**config.mk**
```make
export PLATFORM = sky130hd
export DESIGN_NAME = basic_logic_function_blocks
export DESIGN_NICKNAME = d
export VERILOG_FILES = /design/src/include/logic_blocks_pkg.sv /design/src/logic/basic_logic_function_blocks.sv
export VERILOG_INCLUDE_DIRS = /design/src /design/src/include
export SDC_FILE = /design/constraint.sdc
export NUM_CORES = 1
export LEC_CHECK = 0
export BUFFER_PORTS_ARGS = -buffer_cell sky130_fd_sc_hd__buf_2
export CAP_MARGIN = 20
export CORE_ASPECT_RATIO = 1.2
export CORE_MARGIN = 2
export CORE_UTILIZATION = 40
export DETAILED_ROUTE_END_ITERATION = 8
export HOLD_SLACK_MARGIN = 0.05
export PLACE_DENSITY = 0.59
export SKIP_CTS_REPAIR_TIMING = 1
export SYNTH_ARGS = -nofsm -noshare
export SYNTH_HDL_FRONTEND = slang
export SYNTH_SLANG_ARGS = --single-unit
```
**constraint.sdc**
```tcl
create_clock -name clk -period 19.3 [get_ports clk]
set_clock_uncertainty 0.15 [all_clocks]
set_input_delay 3.86 -clock clk [delete_from_list [all_inputs] [get_ports clk]]
set_output_delay 3.86 -clock clk [all_outputs]
set_load 0.03 [all_outputs]
```
**src/include/logic_blocks_consts.svh**
```systemverilog
// Constants for the scan-driven bit logic elements
`ifndef LOGIC_BLOCKS_CONSTS_SVH
`define LOGIC_BLOCKS_CONSTS_SVH

// System clock and scan timing
`define CLK_PERIOD_NS   20
`define SCAN_TIME_US    1000
`define SCAN_CYCLES     ((`SCAN_TIME_US * 1000) / `CLK_PERIOD_NS)
`define SCAN_CNT_W      16

// Expression program geometry
`define PROG_LEN        8
`define STACK_DEPTH     4
`define SP_W            4

// Reset values of stored states
`define STATE_LOW       1'b0
`define CNT_ZERO        16'h0000

`endif

```
**src/include/logic_blocks_pkg.sv**
```systemverilog
// Types shared by the scan-driven bit logic elements
`default_nettype none
`include "logic_blocks_consts.svh"

package logic_blocks_pkg;

  // One step of a postfix expression program
  typedef enum logic [3:0] {
    TOK_END,
    TOK_IN1,
    TOK_IN2,
    TOK_IN3,
    TOK_IN4,
    TOK_AND,
    TOK_OR,
    TOK_XOR,
    TOK_NOT
  } token_t;

  typedef enum logic {
    PRIO_SET,
    PRIO_RESET
  } latch_priority_t;

  typedef enum logic [1:0] {
    EDGE_RISE,
    EDGE_FALL,
    EDGE_BOTH
  } pulse_mode_t;

  typedef struct packed {
    token_t [`PROG_LEN-1:0] steps;
    latch_priority_t        latch_priority;
    pulse_mode_t            pulse_mode;
  } block_cfg_t;

  typedef struct packed {
    logic set;
    logic reset;
  } latch_in_t;

  typedef struct packed {
    logic in;
    logic clear;
  } toggle_in_t;

endpackage

`default_nettype wire

```
**src/logic/basic_logic_function_blocks.sv**
```systemverilog
// Scan-driven bit logic elements: expression, latch, edge pulse, toggle

`timescale 1ns/1ps
`default_nettype none
`include "logic_blocks_consts.svh"

module basic_logic_function_blocks
  import logic_blocks_pkg::*;
#(
  parameter int SCAN_CYCLES = `SCAN_CYCLES
)
(
  // Clock and reset
  input  wire logic       clk,
  input  wire logic       reset_n,

  // Configuration, held steady by the controller
  input  wire block_cfg_t cfg,

  // Expression element inputs 1 to 4
  input  wire logic [3:0] expr_in,

  // Latch, pulse and toggle inputs
  input  wire latch_in_t  latch_in,
  input  wire logic       pulse_in,
  input  wire toggle_in_t toggle_in,

  // Results
  output logic            expr_out,
  output logic            expr_fault,
  output logic            latch_out,
  output logic            pulse_out,
  output logic            toggle_out,
  output logic            scan_tick
);

  // Scan rate divider

  logic [`SCAN_CNT_W-1:0] scan_count;
  logic                   scan_last;

  assign scan_last = (scan_count == (`SCAN_CNT_W)'(SCAN_CYCLES - 1));

  always_ff @(posedge clk or negedge reset_n)
  begin
    if (!reset_n)
    begin
      scan_count <= `CNT_ZERO;
    end
    else if (scan_last)
    begin
      scan_count <= `CNT_ZERO;
    end
    else
    begin
      scan_count <= scan_count + (`SCAN_CNT_W)'(1);
    end
  end

  // Registered copy of the scan enable, for elements downstream
  always_ff @(posedge clk or negedge reset_n)
  begin
    if (!reset_n)
    begin
      scan_tick <= `STATE_LOW;
    end
    else
    begin
      scan_tick <= scan_last;
    end
  end

  // Expression element: a postfix program walked over a small stack.
  // Parentheses of the infix form become step order, so any grouping
  // that fits the stack depth and the eight program steps can be expressed.

  logic                    next_expr_value;
  logic                    next_expr_fault;

  always_comb
  begin
    logic [`STACK_DEPTH-1:0] stack;
    logic [`SP_W-1:0]        sp;
    logic                    done;
    logic                    bad;
    logic                    a;
    logic                    b;
    stack = '0;
    sp    = '0;
    done  = 1'b0;
    bad   = 1'b0;
    a     = 1'b0;
    b     = 1'b0;
    for (int i = 0; i < `PROG_LEN; i++)
    begin
      if (!done && !bad)
      begin
        case (cfg.steps[i])
          TOK_END:
          begin
            done = 1'b1;
          end
          TOK_IN1, TOK_IN2, TOK_IN3, TOK_IN4:
          begin
            if (sp == (`SP_W)'(`STACK_DEPTH))
            begin
              bad = 1'b1;
            end
            else
            begin
              case (cfg.steps[i])
                TOK_IN1: a = expr_in[0];
                TOK_IN2: a = expr_in[1];
                TOK_IN3: a = expr_in[2];
                default: a = expr_in[3];
              endcase
              stack[sp[1:0]] = a;
              sp = sp + (`SP_W)'(1);
            end
          end
          TOK_NOT:
          begin
            if (sp == '0)
            begin
              bad = 1'b1;
            end
            else
            begin
              stack[sp[1:0] - 2'd1] = ~stack[sp[1:0] - 2'd1];
            end
          end
          TOK_AND, TOK_OR, TOK_XOR:
          begin
            if (sp < (`SP_W)'(2))
            begin
              bad = 1'b1;
            end
            else
            begin
              a = stack[sp[1:0] - 2'd2];
              b = stack[sp[1:0] - 2'd1];
              case (cfg.steps[i])
                TOK_AND: a = a & b;
                TOK_OR:  a = a | b;
                default: a = a ^ b;
              endcase
              stack[sp[1:0] - 2'd2] = a;
              sp = sp - (`SP_W)'(1);
            end
          end
          default:
          begin
            bad = 1'b1;
          end
        endcase
      end
    end
    // A program must leave exactly one value behind
    if (sp != (`SP_W)'(1))
    begin
      bad = 1'b1;
    end
    next_expr_fault = bad;
    next_expr_value = bad ? `STATE_LOW : stack[0];
  end

  // The result itself is deliberately not registered: the expression
  // is pure combinational logic from its inputs to its output.
  assign expr_out = next_expr_value;

  always_ff @(posedge clk or negedge reset_n)
  begin
    if (!reset_n)
    begin
      expr_fault <= `STATE_LOW;
    end
    else
    begin
      expr_fault <= next_expr_fault;
    end
  end

  // Priority latch

  logic next_latch;

  always_comb
  begin
    next_latch = latch_out;
    if (latch_in.set && latch_in.reset)
    begin
      next_latch = (cfg.latch_priority == PRIO_SET);
    end
    else if (latch_in.set)
    begin
      next_latch = 1'b1;
    end
    else if (latch_in.reset)
    begin
      next_latch = 1'b0;
    end
  end

  always_ff @(posedge clk or negedge reset_n)
  begin
    if (!reset_n)
    begin
      latch_out <= `STATE_LOW;
    end
    else if (scan_last)
    begin
      latch_out <= next_latch;
    end
  end

  // Edge pulse element

  logic pulse_prev;
  logic next_pulse;

  always_comb
  begin
    case (cfg.pulse_mode)
      EDGE_RISE: next_pulse = pulse_in & ~pulse_prev;
      EDGE_FALL: next_pulse = ~pulse_in & pulse_prev;
      EDGE_BOTH: next_pulse = pulse_in ^ pulse_prev;
      default:   next_pulse = 1'b0;
    endcase
  end

  always_ff @(posedge clk or negedge reset_n)
  begin
    if (!reset_n)
    begin
      pulse_prev <= `STATE_LOW;
    end
    else if (scan_last)
    begin
      pulse_prev <= pulse_in;
    end
  end

  // Written every scan, so a pulse drops at the following scan tick
  always_ff @(posedge clk or negedge reset_n)
  begin
    if (!reset_n)
    begin
      pulse_out <= `STATE_LOW;
    end
    else if (scan_last)
    begin
      pulse_out <= next_pulse;
    end
  end

  // Toggle element

  logic toggle_prev;

  always_ff @(posedge clk or negedge reset_n)
  begin
    if (!reset_n)
    begin
      toggle_prev <= `STATE_LOW;
    end
    else if (scan_last)
    begin
      toggle_prev <= toggle_in.in;
    end
  end

  // Clear is checked first so it wins over a rising input in the same scan
  always_ff @(posedge clk or negedge reset_n)
  begin
    if (!reset_n)
    begin
      toggle_out <= `STATE_LOW;
    end
    else if (scan_last)
    begin
      if (toggle_in.clear)
      begin
        toggle_out <= `STATE_LOW;
      end
      else if (toggle_in.in && !toggle_prev)
      begin
        toggle_out <= ~toggle_out;
      end
    end
  end

endmodule // basic_logic_function_blocks

`default_nettype wire

```
==> flow_metrics.py, run 1 <==
metrics = {
    "status": {
        "status": "finished with violations",
        "violations": "negative setup slack",
    },
    "sta": {
        "drv_slew": 0,
        "fin_crit_sh": 1.07,
        "fin_crit_ns": 20.64,
        "worst_pin_slew_ns": 0.978,
        "fin_hold_ws_ns": 0.315,
        "rsz0062_at_grt": "true",
        "hold_viol_final": 0,
        "setup_viol": 1,
        "setup_slack_ns": -1.34,
        "slew_headroom": 0.345,
        "fmax_mhz": 48.4,
    },
    "floorplan": {
        "die_h_um": 150,
        "placementRows": 53,
        "die_w_um": 125,
        "start_util": 0.406,
        "io_pins": 52,
        "dieArea_um2": 18800,
        "coreArea_um2": 17400,
    },
    "detailed_routing": {
        "routed_wl_um": 25800,
        "drtIter0Drc": 595,
        "num_vias": 8703,
        "firstDrtPassIters": 5,
        "drc_errors": 0,
        "vias_per_cell": 6.22,
        "drtAntennaViolNets": 0,
        "wl_per_cell_um": 18.4,
    },
    "placed_design": {
        "portBuffers": 51,
        "pre_cts_slack_ns": -1.39,
        "gp_congestion": 0.979,
        "dpl.hpwl_um": 20700,
        "dp.cells": 1379,
    },
    "yosys": {
        "synth_ff_type": "dfrtp_1",
        "synth-async-reset-ratio": 1.00,
        "avgSynthCellArea_um2": 7.12,
        "synth_edf_count": 0,
        "yosysSeqAreaShare": 0.0812,
        "yosys_warnings": 0,
        "ys_ff_latch": 23,
        "synth_nets": 1088,
        "postSynthCellCount": 995,
        "synth_area_um2": 7090,
        "synth_cell_types": 119,
    },
    "critical_path": {
        "worst_ep_arrival_time_ns": 16.63,
        "critical_path_class": "input pin to output pin",
        "crit_path_start_kind": "input pin",
        "critPathCaptureType": "output pin",
        "critPathRequiredTime_ns": 15.29,
        "cpMostUsedCell": "ha_4",
        "max_stage_delay_ns": 0.38,
        "critPathSlowestCell": "a221o_1",
        "path_max_fanout": 4,
    },
    "power": {
        "p_leak_nw": 3.75,
        "ir_worst_vdd_v": 0.0000200,
        "p_per_area_nw_per_um2": 27.4,
    },
    "flow_run": {
        "cap_viol_max_count": 0,
    },
    "cts": {
        "clock-sinks": 23,
        "clock_latency_ns": 0.25,
        "clkTransAtPathRegs_ns": 0.05,
        "cts-root-buf": "clkbuf_16",
        "cts_tree": "done",
        "max-clock-path-buffers": 2,
        "htree_levels": 1,
        "numCtsBuffers": 3,
    },
    "global_route": {
        "grt_pass1_vias": 7872,
        "grt_max_degree": 24,
        "antenna_found_initial": 0,
        "track_usage": 0.256,
        "grt_pass1_wl_um": 40100,
        "grt-ovfl-total": 0,
    },
    "layout": {
        "final_cell_count_no_fill": 1400,
        "drive_gt1_frac": 0.302,
        "n_antenna_cell": 0,
        "area_delta_synth_final_pct": 29.0,
        "nets": 1274,
        "nFillCells": 1729,
    },
    "hold_path": {
        "hp-class": "flop to flop",
    },
}
## through the flow
step	util	total power [W]	setup TNS, ns	instance area (µm²)
3_3_place_gp	0.500	0.000195	-1.12	8720
5_1_grt	0.524	0.000266	-2.01	9140
4_1_cts	0.505	0.000240	-1.44	8800
3_5_place_dp	0.500	0.000195	-1.39	8720
2_1_floorplan	-	0.000137	-0.596	7220
6_report	0.524	0.000251	-1.34	9140
## routing by layer
metal | track usage | vias to the layer above | routed length [µm]
met2 | 0.453 | 303 | 12400
met1 | 0.322 | 4122 | 11100
li1 | - | 4207 | -
met4 | 0.114 | 0 | 1130
met5 | 0 | - | 0
met3 | 0.0136 | 71 | 1150
## cells in the final DEF (no fill, tap or decap), types with 7 or more instances in the layout
master and count:
a211o_1 11, a211oi_1 7, a21o_1 13, a21oi_1 45, a22oi_1 10, a31oi_1 26, and2_1 13, and3_1 11
buf_2 48, buf_4 172, dfrtp_1 23, ha_1 41, inv_1 50, inv_2 8, mux2i_1 14, nand2_1 97
nand2b_1 12, nand3_1 42, nand4_1 19, nor2_1 93, nor2b_1 12, nor3_1 24, nor3b_1 9, nor4_1 11
o211ai_1 7, o21a_1 24, o21ai_0 38, o21ai_1 11, o22ai_1 13, o31ai_1 9, or3_1 8, xnor2_1 12
## critical path: cells and delay by family
family                   cells  cell delay, ns
multiplexers                 5            0.67
AND/OR/NAND/NOR             16            2.41
AO/OA/AOI/OAI               39            7.24
adder cells (fa/ha/maj)      8            1.98
buffers and inverters        5            0.42
## sequential cells by signal, indices dropped and copies added, names as in the netlist
signal       count
pulse_prev       1
toggle_prev      1
latch_out        1
scan_tick        1
scan_count      16
pulse_out        1
toggle_out       1
expr_fault       1
## cell families (layout without fill, tap and decap cells)
| group | Yosys count | count (layout) | synth area share |
|---|---|---|---|
| buffers and inverters | 104 | 289 | 0.0630 |
| and+or+nand+nor | 416 | 416 | 0.306 |
| adders and majority gates | 48 | 48 | 0.0844 |
| xor gates and xnor gates | 22 | 22 | 0.0346 |
| muxes | 25 | 25 | 0.0392 |
| AOI/OAI and AO/OA | 357 | 357 | 0.391 |
| DFF | 23 | 23 | 0.0812 |
## where the power goes
part	switching, W	internal (W)	total [W]
Sequential	0.00000000303	0.0000483	0.0000483
Combinational	0.0000914	0.0000678	0.000159
Clock	0.0000152	0.0000281	0.0000433
## final cells by class
cell class	count	area, µm²	area share
Clock buffer	4	78.8	0.00862
Tap cell	220	275	0.0301
Inverter	60	233	0.0255
Timing Repair Buffer	225	1600	0.175
Sequential cell	23	576	0.0630
Multi-Input combinational cell	868	6380	0.698
## path summary, 6_finish.rpt
check | startpoint | endpoint | slack (ns) | depth (start not counted)
hold reg to reg | scan_count[0] | scan_count[0] | 0.32 | 1
setup reg to reg | scan_count[5] | toggle_out | 16.53 | 8
min in group asynchronous | reset_n | scan_count[2] | 3.42 | 1
max in group asynchronous | reset_n | scan_count[1] | 15.25 | 1
hold / removal | scan_count[0] | scan_count[0] | 0.32 | 1
setup / recovery | cfg[3] | expr_out | -1.34 | 73
## synthesized netlist by cell type (7+ instances only)
library cell  number  area [µm²]
a21o_1            13        97.6
o21ai_1            9        45.0
buf_2             11        55.1
inv_1             51         191
nand3_1           42         210
o21ai_0           44         220
a211oi_1          11        82.6
a21oi_1           49         245
o22ai_1           13        81.3
clkbuf_1          26        97.6
a211o_1           11        96.3
dfrtp_1           23         576
nor4_1            12        75.1
nand2_1           99         372
inv_2              8        30.0
or3_1              8        50.1
nor2_1            99         372
a2111oi_0          7        61.3
nand4_1           19         119
nor3_1            26         130
a22oi_1           10        75.1
o21a_1            24         180
nor2b_1           12        75.1
o211ai_1           7        52.6
xnor2_1           12         105
ha_1              47         588
and2_1            15        93.8
nor3b_1           10        75.1
mux2i_1           15         150
nand2b_1          13        81.3
a31oi_1           27         169
o31ai_1           12        90.1
and3_1            12        75.1
Note: power is estimated with default switching activity, not from simulation.
==> inputs of run 2 (changes only) <==
CORE_UTILIZATION = 45   (was 40)
PLACE_DENSITY = 0.65   (was 0.59)
==> run 2 against run 1 <==
Non-clock buffer count decreased by 27. Sequential cell count is the same. Register-to-register slack gained 0.35 ns. Final area fell by 4.3%. Sequential share of layout area increased by 0.28 points. Count of clock-buffer cells in the layout is 1 lower. Largest cell class unchanged. First-iteration DRC count increased by 23%. Via count fell by 1.3%. Largest power group unchanged. Worst setup slack better by 0.046 ns. The run still ends with negative setup slack left. Combinational power decreased by 7%. Sequential power barely moved.
==> flow_metrics.py, run 2 (synthesis results as in run 1) <==
metrics = {
    "power": {
        "power_w": 0.000241,
        "ir_worst_vdd_v": 0.0000256,
        "p_leak_nw": 3.59,
        "p_per_area_nw_per_um2": 27.5,
    },
    "sta": {
        "fin_crit_ns": 20.60,
        "setup_viol": 1,
        "fin_crit_sh": 1.07,
        "setup_slack_ns": -1.30,
        "drv_slew": 0,
        "fin_hold_ws_ns": 0.316,
        "fmax_mhz": 48.5,
        "rsz0062_at_grt": "true",
        "tns_ns": -1.30,
        "hold_viol_final": 0,
        "slew_headroom": 0.520,
        "worst_pin_slew_ns": 0.720,
    },
    "global_route": {
        "track_usage": 0.286,
        "grt_pass1_wl_um": 40300,
        "grt_use_met3": 0.0141,
        "busiest_layer": "met2",
        "grt_pass1_vias": 8060,
        "grtUsageMet1": 0.374,
        "antenna_found_initial": 0,
        "grt_max_degree": 24,
        "grtUsageMet2": 0.487,
        "grt-ovfl-total": 0,
    },
    "placed_design": {
        "gp_congestion": 1.05,
        "portBuffers": 51,
        "dpl.hpwl_um": 20100,
    },
    "cts": {
        "clock-sinks": 23,
        "clock_latency_ns": 0.25,
        "max-clock-path-buffers": 2,
        "cts_tree": "done",
        "cts-root-buf": "clkbuf_16",
        "clkTransAtPathRegs_ns": 0.06,
        "htree_levels": 1,
        "numCtsBuffers": 3,
    },
    "layout": {
        "final_common_cell": "buf_4",
        "area_delta_synth_final_pct": 23.5,
        "ff_latch_area_um2": 576,
        "largest_reg_flops": 16,
        "final_cell_mix": "147 x buf_4, 99 x nand2_1, 96 x nor2_1",
        "nFillCells": 1536,
        "final_core_util": 0.564,
        "multi_input_area_um2": 6230,
        "top_register": "scan_count",
        "drive_gt1_frac": 0.265,
        "nets": 1247,
        "n_antenna_cell": 0,
    },
    "floorplan": {
        "die_h_um": 141,
        "dieArea_um2": 16800,
        "io_pins": 52,
        "die_w_um": 119,
        "start_util": 0.457,
        "coreArea_um2": 15500,
        "placementRows": 50,
    },
    "critical_path": {
        "worst_ep_arrival_time_ns": 16.59,
        "critPathBufInv": 6,
        "critPathSlowestCell": "or3_4",
        "critPathCaptureType": "output pin",
        "crit_path_start_kind": "input pin",
        "ff2ff_setup_slack_ns": 16.88,
        "path_max_fanout": 5,
        "max_stage_delay_ns": 0.41,
        "critical_path_class": "input pin to output pin",
        "cp_top_family": "compound AO/OA/AOI/OAI gates",
        "critPathRequiredTime_ns": 15.29,
        "cpMostUsedCell": "nor2_1",
    },
    "status": {
        "violations": "negative setup slack",
        "status": "finished with violations",
    },
    "detailed_routing": {
        "drtAntennaViolNets": 0,
        "routed_wl_um": 24700,
        "vias_per_cell": 6.31,
        "wl_per_cell_um": 18.1,
        "num_vias": 8589,
        "drc_errors": 0,
        "firstDrtPassIters": 7,
        "drtIter0Drc": 732,
    },
    "hold_path": {
        "hp-class": "flop to flop",
    },
    "flow_run": {
        "cap_viol_max_count": 0,
    },
}
run 2: cell types whose count changed in the layout (fill, tap and decap cells not counted), sizes merged:
cell,before,now
buf,225,198
clkbuf,4,3
clkinv,1,2
run 2: per-stage QoR:
stage	cell area, µm²	instances	setup WS (ns)
after global placement	8600	1354	-0.939
after CTS	8680	1358	-1.31
final	8750	1361	-1.30
after global routing	8750	1361	-2.16
after detailed placement	8600	1354	-1.26
after floorplan	7220	995	-0.596
run 2: area by class of cell:
type	count	area share
timing repair buffer	198	0.156
clock buffer	3	0.00858
multi-input combinational	868	0.713
inverter	60	0.0266
tap	208	0.0297
sequential	23	0.0658
clock inverter	1	0.000572
run 2: where the power goes:
group | switching [W] | internal, W
sequential | 0.00000000171 | 0.0000482
clock | 0.0000166 | 0.0000278
combinational | 0.0000871 | 0.0000609
total | 0.000104 | 0.000137
run 2: final timing paths:
kind                               start            end  cells past startpoint
min                        scan_count[0]  scan_count[0]                      1
max                               cfg[4]       expr_out                     74
max reg2reg                scan_count[5]    toggle_prev                      7
min reg2reg                scan_count[0]  scan_count[0]                      1
max in group asynchronous        reset_n      latch_out                      1
min in group asynchronous        reset_n     toggle_out                      1
run 2: routing by layer:
metal / vias to the layer above / share of wire
met5: - / 0
met4: 0 / 0.049
met3: 87 / 0.053
met2: 386 / 0.47
met1: 3968 / 0.43
li1: 4148 / -
==> inputs of run 3 (changes only) <==
ABC_AREA = 1   (was default)
SKIP_CTS_REPAIR_TIMING = default   (was 1)
==> run 3 against run 2 <==
Synthesized cell count grew 21%. Worst setup slack improved by 2.4 ns. Global-route usage down 4.4 points. The run now ends clean. Area after synthesis decreased by 7.5%. Largest power group unchanged. Core utilization shrank 6.5 points. Sequential cell count stayed put. Critical path type unchanged. Sequential share of layout area is 1.5 points higher. Non-clock buffer count down 146. Final area fell by 19%.
==> flow_metrics.py, run 3 <==
metrics = {
    "status": {
        "status": "finished, final reports clean",
    },
    "sta": {
        "setup_viol": 0,
        "fmax_mhz": 54.9,
        "hold_viol_final": 0,
        "fin_hold_ws_ns": 0.306,
        "worst_pin_slew_ns": 0.680,
        "fin_crit_ns": 18.20,
        "drv_slew": 0,
        "fin_crit_sh": 0.943,
        "slew_headroom": 0.542,
    },
    "critical_path": {
        "path_max_fanout": 5,
        "ff2ff_setup_slack_ns": 17.24,
        "critPathSlowestCell": "o311ai_1",
        "max_stage_delay_ns": 0.32,
        "worst_ep_arrival_time_ns": 14.19,
        "cpMostUsedCell": "nand2_1",
        "reg2reg_depth": 12,
        "worstReg2RegEnd": "scan_count[15]",
        "critPathCaptureType": "output pin",
        "crit_path_start_kind": "input pin",
        "critPathRequiredTime_ns": 15.29,
        "r2r-start": "scan_count[4]",
        "critical_path_class": "input pin to output pin",
    },
    "detailed_routing": {
        "wl_per_cell_um": 13.5,
        "top_layer": "met4",
        "routed_wl_um": 19300,
        "wl_met1_um": 7790,
        "drc_errors": 0,
        "drtIter0Drc": 481,
        "wl_met2_um": 9880,
        "vias_per_cell": 5.37,
        "wl_met3_um": 953,
        "drtAntennaViolNets": 0,
        "num_vias": 7667,
        "firstDrtPassIters": 6,
    },
    "cts": {
        "clock-sinks": 23,
        "max-clock-path-buffers": 2,
        "cts_tree": "done",
        "cts-root-buf": "clkbuf_16",
        "clkTransAtPathRegs_ns": 0.06,
        "hold_buffers": 0,
        "clock_latency_ns": 0.26,
        "htree_levels": 1,
        "numCtsBuffers": 3,
    },
    "layout": {
        "nets": 1346,
        "n_antenna_cell": 0,
        "area_delta_synth_final_pct": 8.71,
        "final_cell_mix": "358 x nand2_1, 179 x inv_1, 156 x nand3_1",
        "largest_reg_flops": 16,
        "top_register": "scan_count",
        "finish.instance_area_um2": 7120,
        "drive_gt1_frac": 0.141,
        "final_core_util": 0.498,
        "nFillCells": 1567,
        "final_common_cell": "nand2_1",
    },
    "yosys": {
        "synth_ff_type": "dfrtp_1",
        "synth_area_um2": 6550,
        "synth-async-reset-ratio": 1.00,
        "ys_ff_latch": 23,
        "synth_nets": 1294,
        "postSynthCellCount": 1201,
        "synth_most_common_cell": "nand2_1",
        "synth_cell_types": 55,
        "yosys_warnings": 0,
        "ys_top_cells_by_count": "362 x nand2_1, 180 x inv_1, 157 x nand3_1, 125 x nor2_1, 59 x a21oi_1",
        "synth.largest_area_cell": "nand2_1",
        "yosys-top-cells-area": "nand2_1 21%, nand3_1 12%, inv_1 10%",
        "synth_edf_count": 0,
        "avgSynthCellArea_um2": 5.46,
        "synth_top_cell_area_share": 0.207,
        "yosysSeqAreaShare": 0.0878,
    },
    "floorplan": {
        "coreArea_um2": 14300,
        "placementRows": 48,
        "start_util": 0.459,
        "die_w_um": 114,
        "die_h_um": 136,
        "io_pins": 52,
        "dieArea_um2": 15500,
    },
    "placed_design": {
        "dpl.hpwl_um": 16100,
        "portBuffers": 51,
        "gp_congestion": 1.02,
        "place_area_um2": 7000,
    },
    "hold_path": {
        "hold-path-cell-count": 1,
        "min_to": "scan_count[0]",
        "hp-class": "flop to flop",
        "hp-start": "scan_count[0]",
    },
    "flow_run": {
        "cap_viol_max_count": 0,
    },
    "global_route": {
        "antenna_found_initial": 0,
        "track_usage": 0.243,
        "grt-ovfl-total": 0,
        "grt_pass1_wl_um": 31400,
        "grt_pass1_vias": 6901,
        "grt_max_degree": 24,
    },
    "power": {
        "ir_worst_vdd_v": 0.0000255,
        "p_leak_nw": 3.90,
        "p_per_area_nw_per_um2": 27.2,
    },
}
[run 3: changes by cell type in the layout (fill, tap and decap cells not counted), sizes merged, moves of 13 or more]
cell    delta
a211oi    -14
a31oi     -26
and2      -17
buf      -146
inv      +151
mux2i     -16
nand2    +291
nand2b    -13
nand3    +127
nor2      +50
nor3      -21
o21a      -23
xnor2     -15
[run 3: layout make-up]
type | count | area, µm² | share of cell area
clock inverters | 1 | 7.51 | 0.00105
well taps | 175 | 219 | 0.0307
repair buffers | 52 | 263 | 0.0369
clock buffers | 3 | 75.1 | 0.0105
multi-input cells | 962 | 5170 | 0.726
flip-flops and latches | 23 | 576 | 0.0808
inverters | 211 | 810 | 0.114
[run 3: worst max-delay path by stage]
stage / startpoint / to / slack, ns / cells after the start
floorplan: cfg[3] / expr_out / 2.42 / 81
global placement: cfg[8] / expr_out / 1.09 / 80
detailed placement: cfg[8] / expr_out / 0.93 / 82
CTS: cfg[3] / expr_out / 0.90 / 82
global route: cfg[3] / expr_out / -0.01 / 85
finish: cfg[8] / expr_out / 1.10 / 85
[run 3: repair_timing]
| item | CTS | global route |
|---|---|---|
| resized for setup | 0 | 15 |
| endpoints found under the setup margin | 0 | 1 |
| buffers inserted | 0 | 0 |
[run 3: per-layer routing]
metal / vias up / GRT usage
li1: 3972 / -
met1: 3394 / 0.275
met2: 252 / 0.472
met3: 49 / 0.0125
met4: 0 / 0.0908
met5: - / 0
[run 3: where the power goes]
group	switching (W)	leakage (nW)	internal, W
clock network	0.0000165	0.0371	0.0000280
registers	0.00000000255	0.286	0.0000482
logic	0.0000708	3.57	0.0000301
total	0.0000873	3.90	0.000106
[run 3: through the flow]
stage / cells / setup slack, ns / setup TNS (ns) / total power, W
floorplan: 1201 / 2.42 / 0 / 0.000120
global placement: 1423 / 1.09 / 0 / 0.000148
detailed placement: 1423 / 0.932 / 0 / 0.000147
CTS: 1427 / 0.901 / 0 / 0.000193
global route: 1427 / -0.0149 / -0.0149 / 0.000209
finish: 1427 / 1.10 / 0 / 0.000194
[run 3: worst max-delay path: cells and delay by family]
family,cells,cell delay (ns)
compound gates,24,3.84
simple gates,34,3.19
fa+ha+maj,8,1.78
buf+inv,19,1.46
[run 3: logic make-up after synthesis]
group | count (synthesis) | synth area share
flops | 23 | 0.0878
xor+xnor | 5 | 0.00668
simple gates | 754 | 0.545
compound gates | 156 | 0.141
buf+inv | 216 | 0.129
fa+ha+maj | 47 | 0.0897
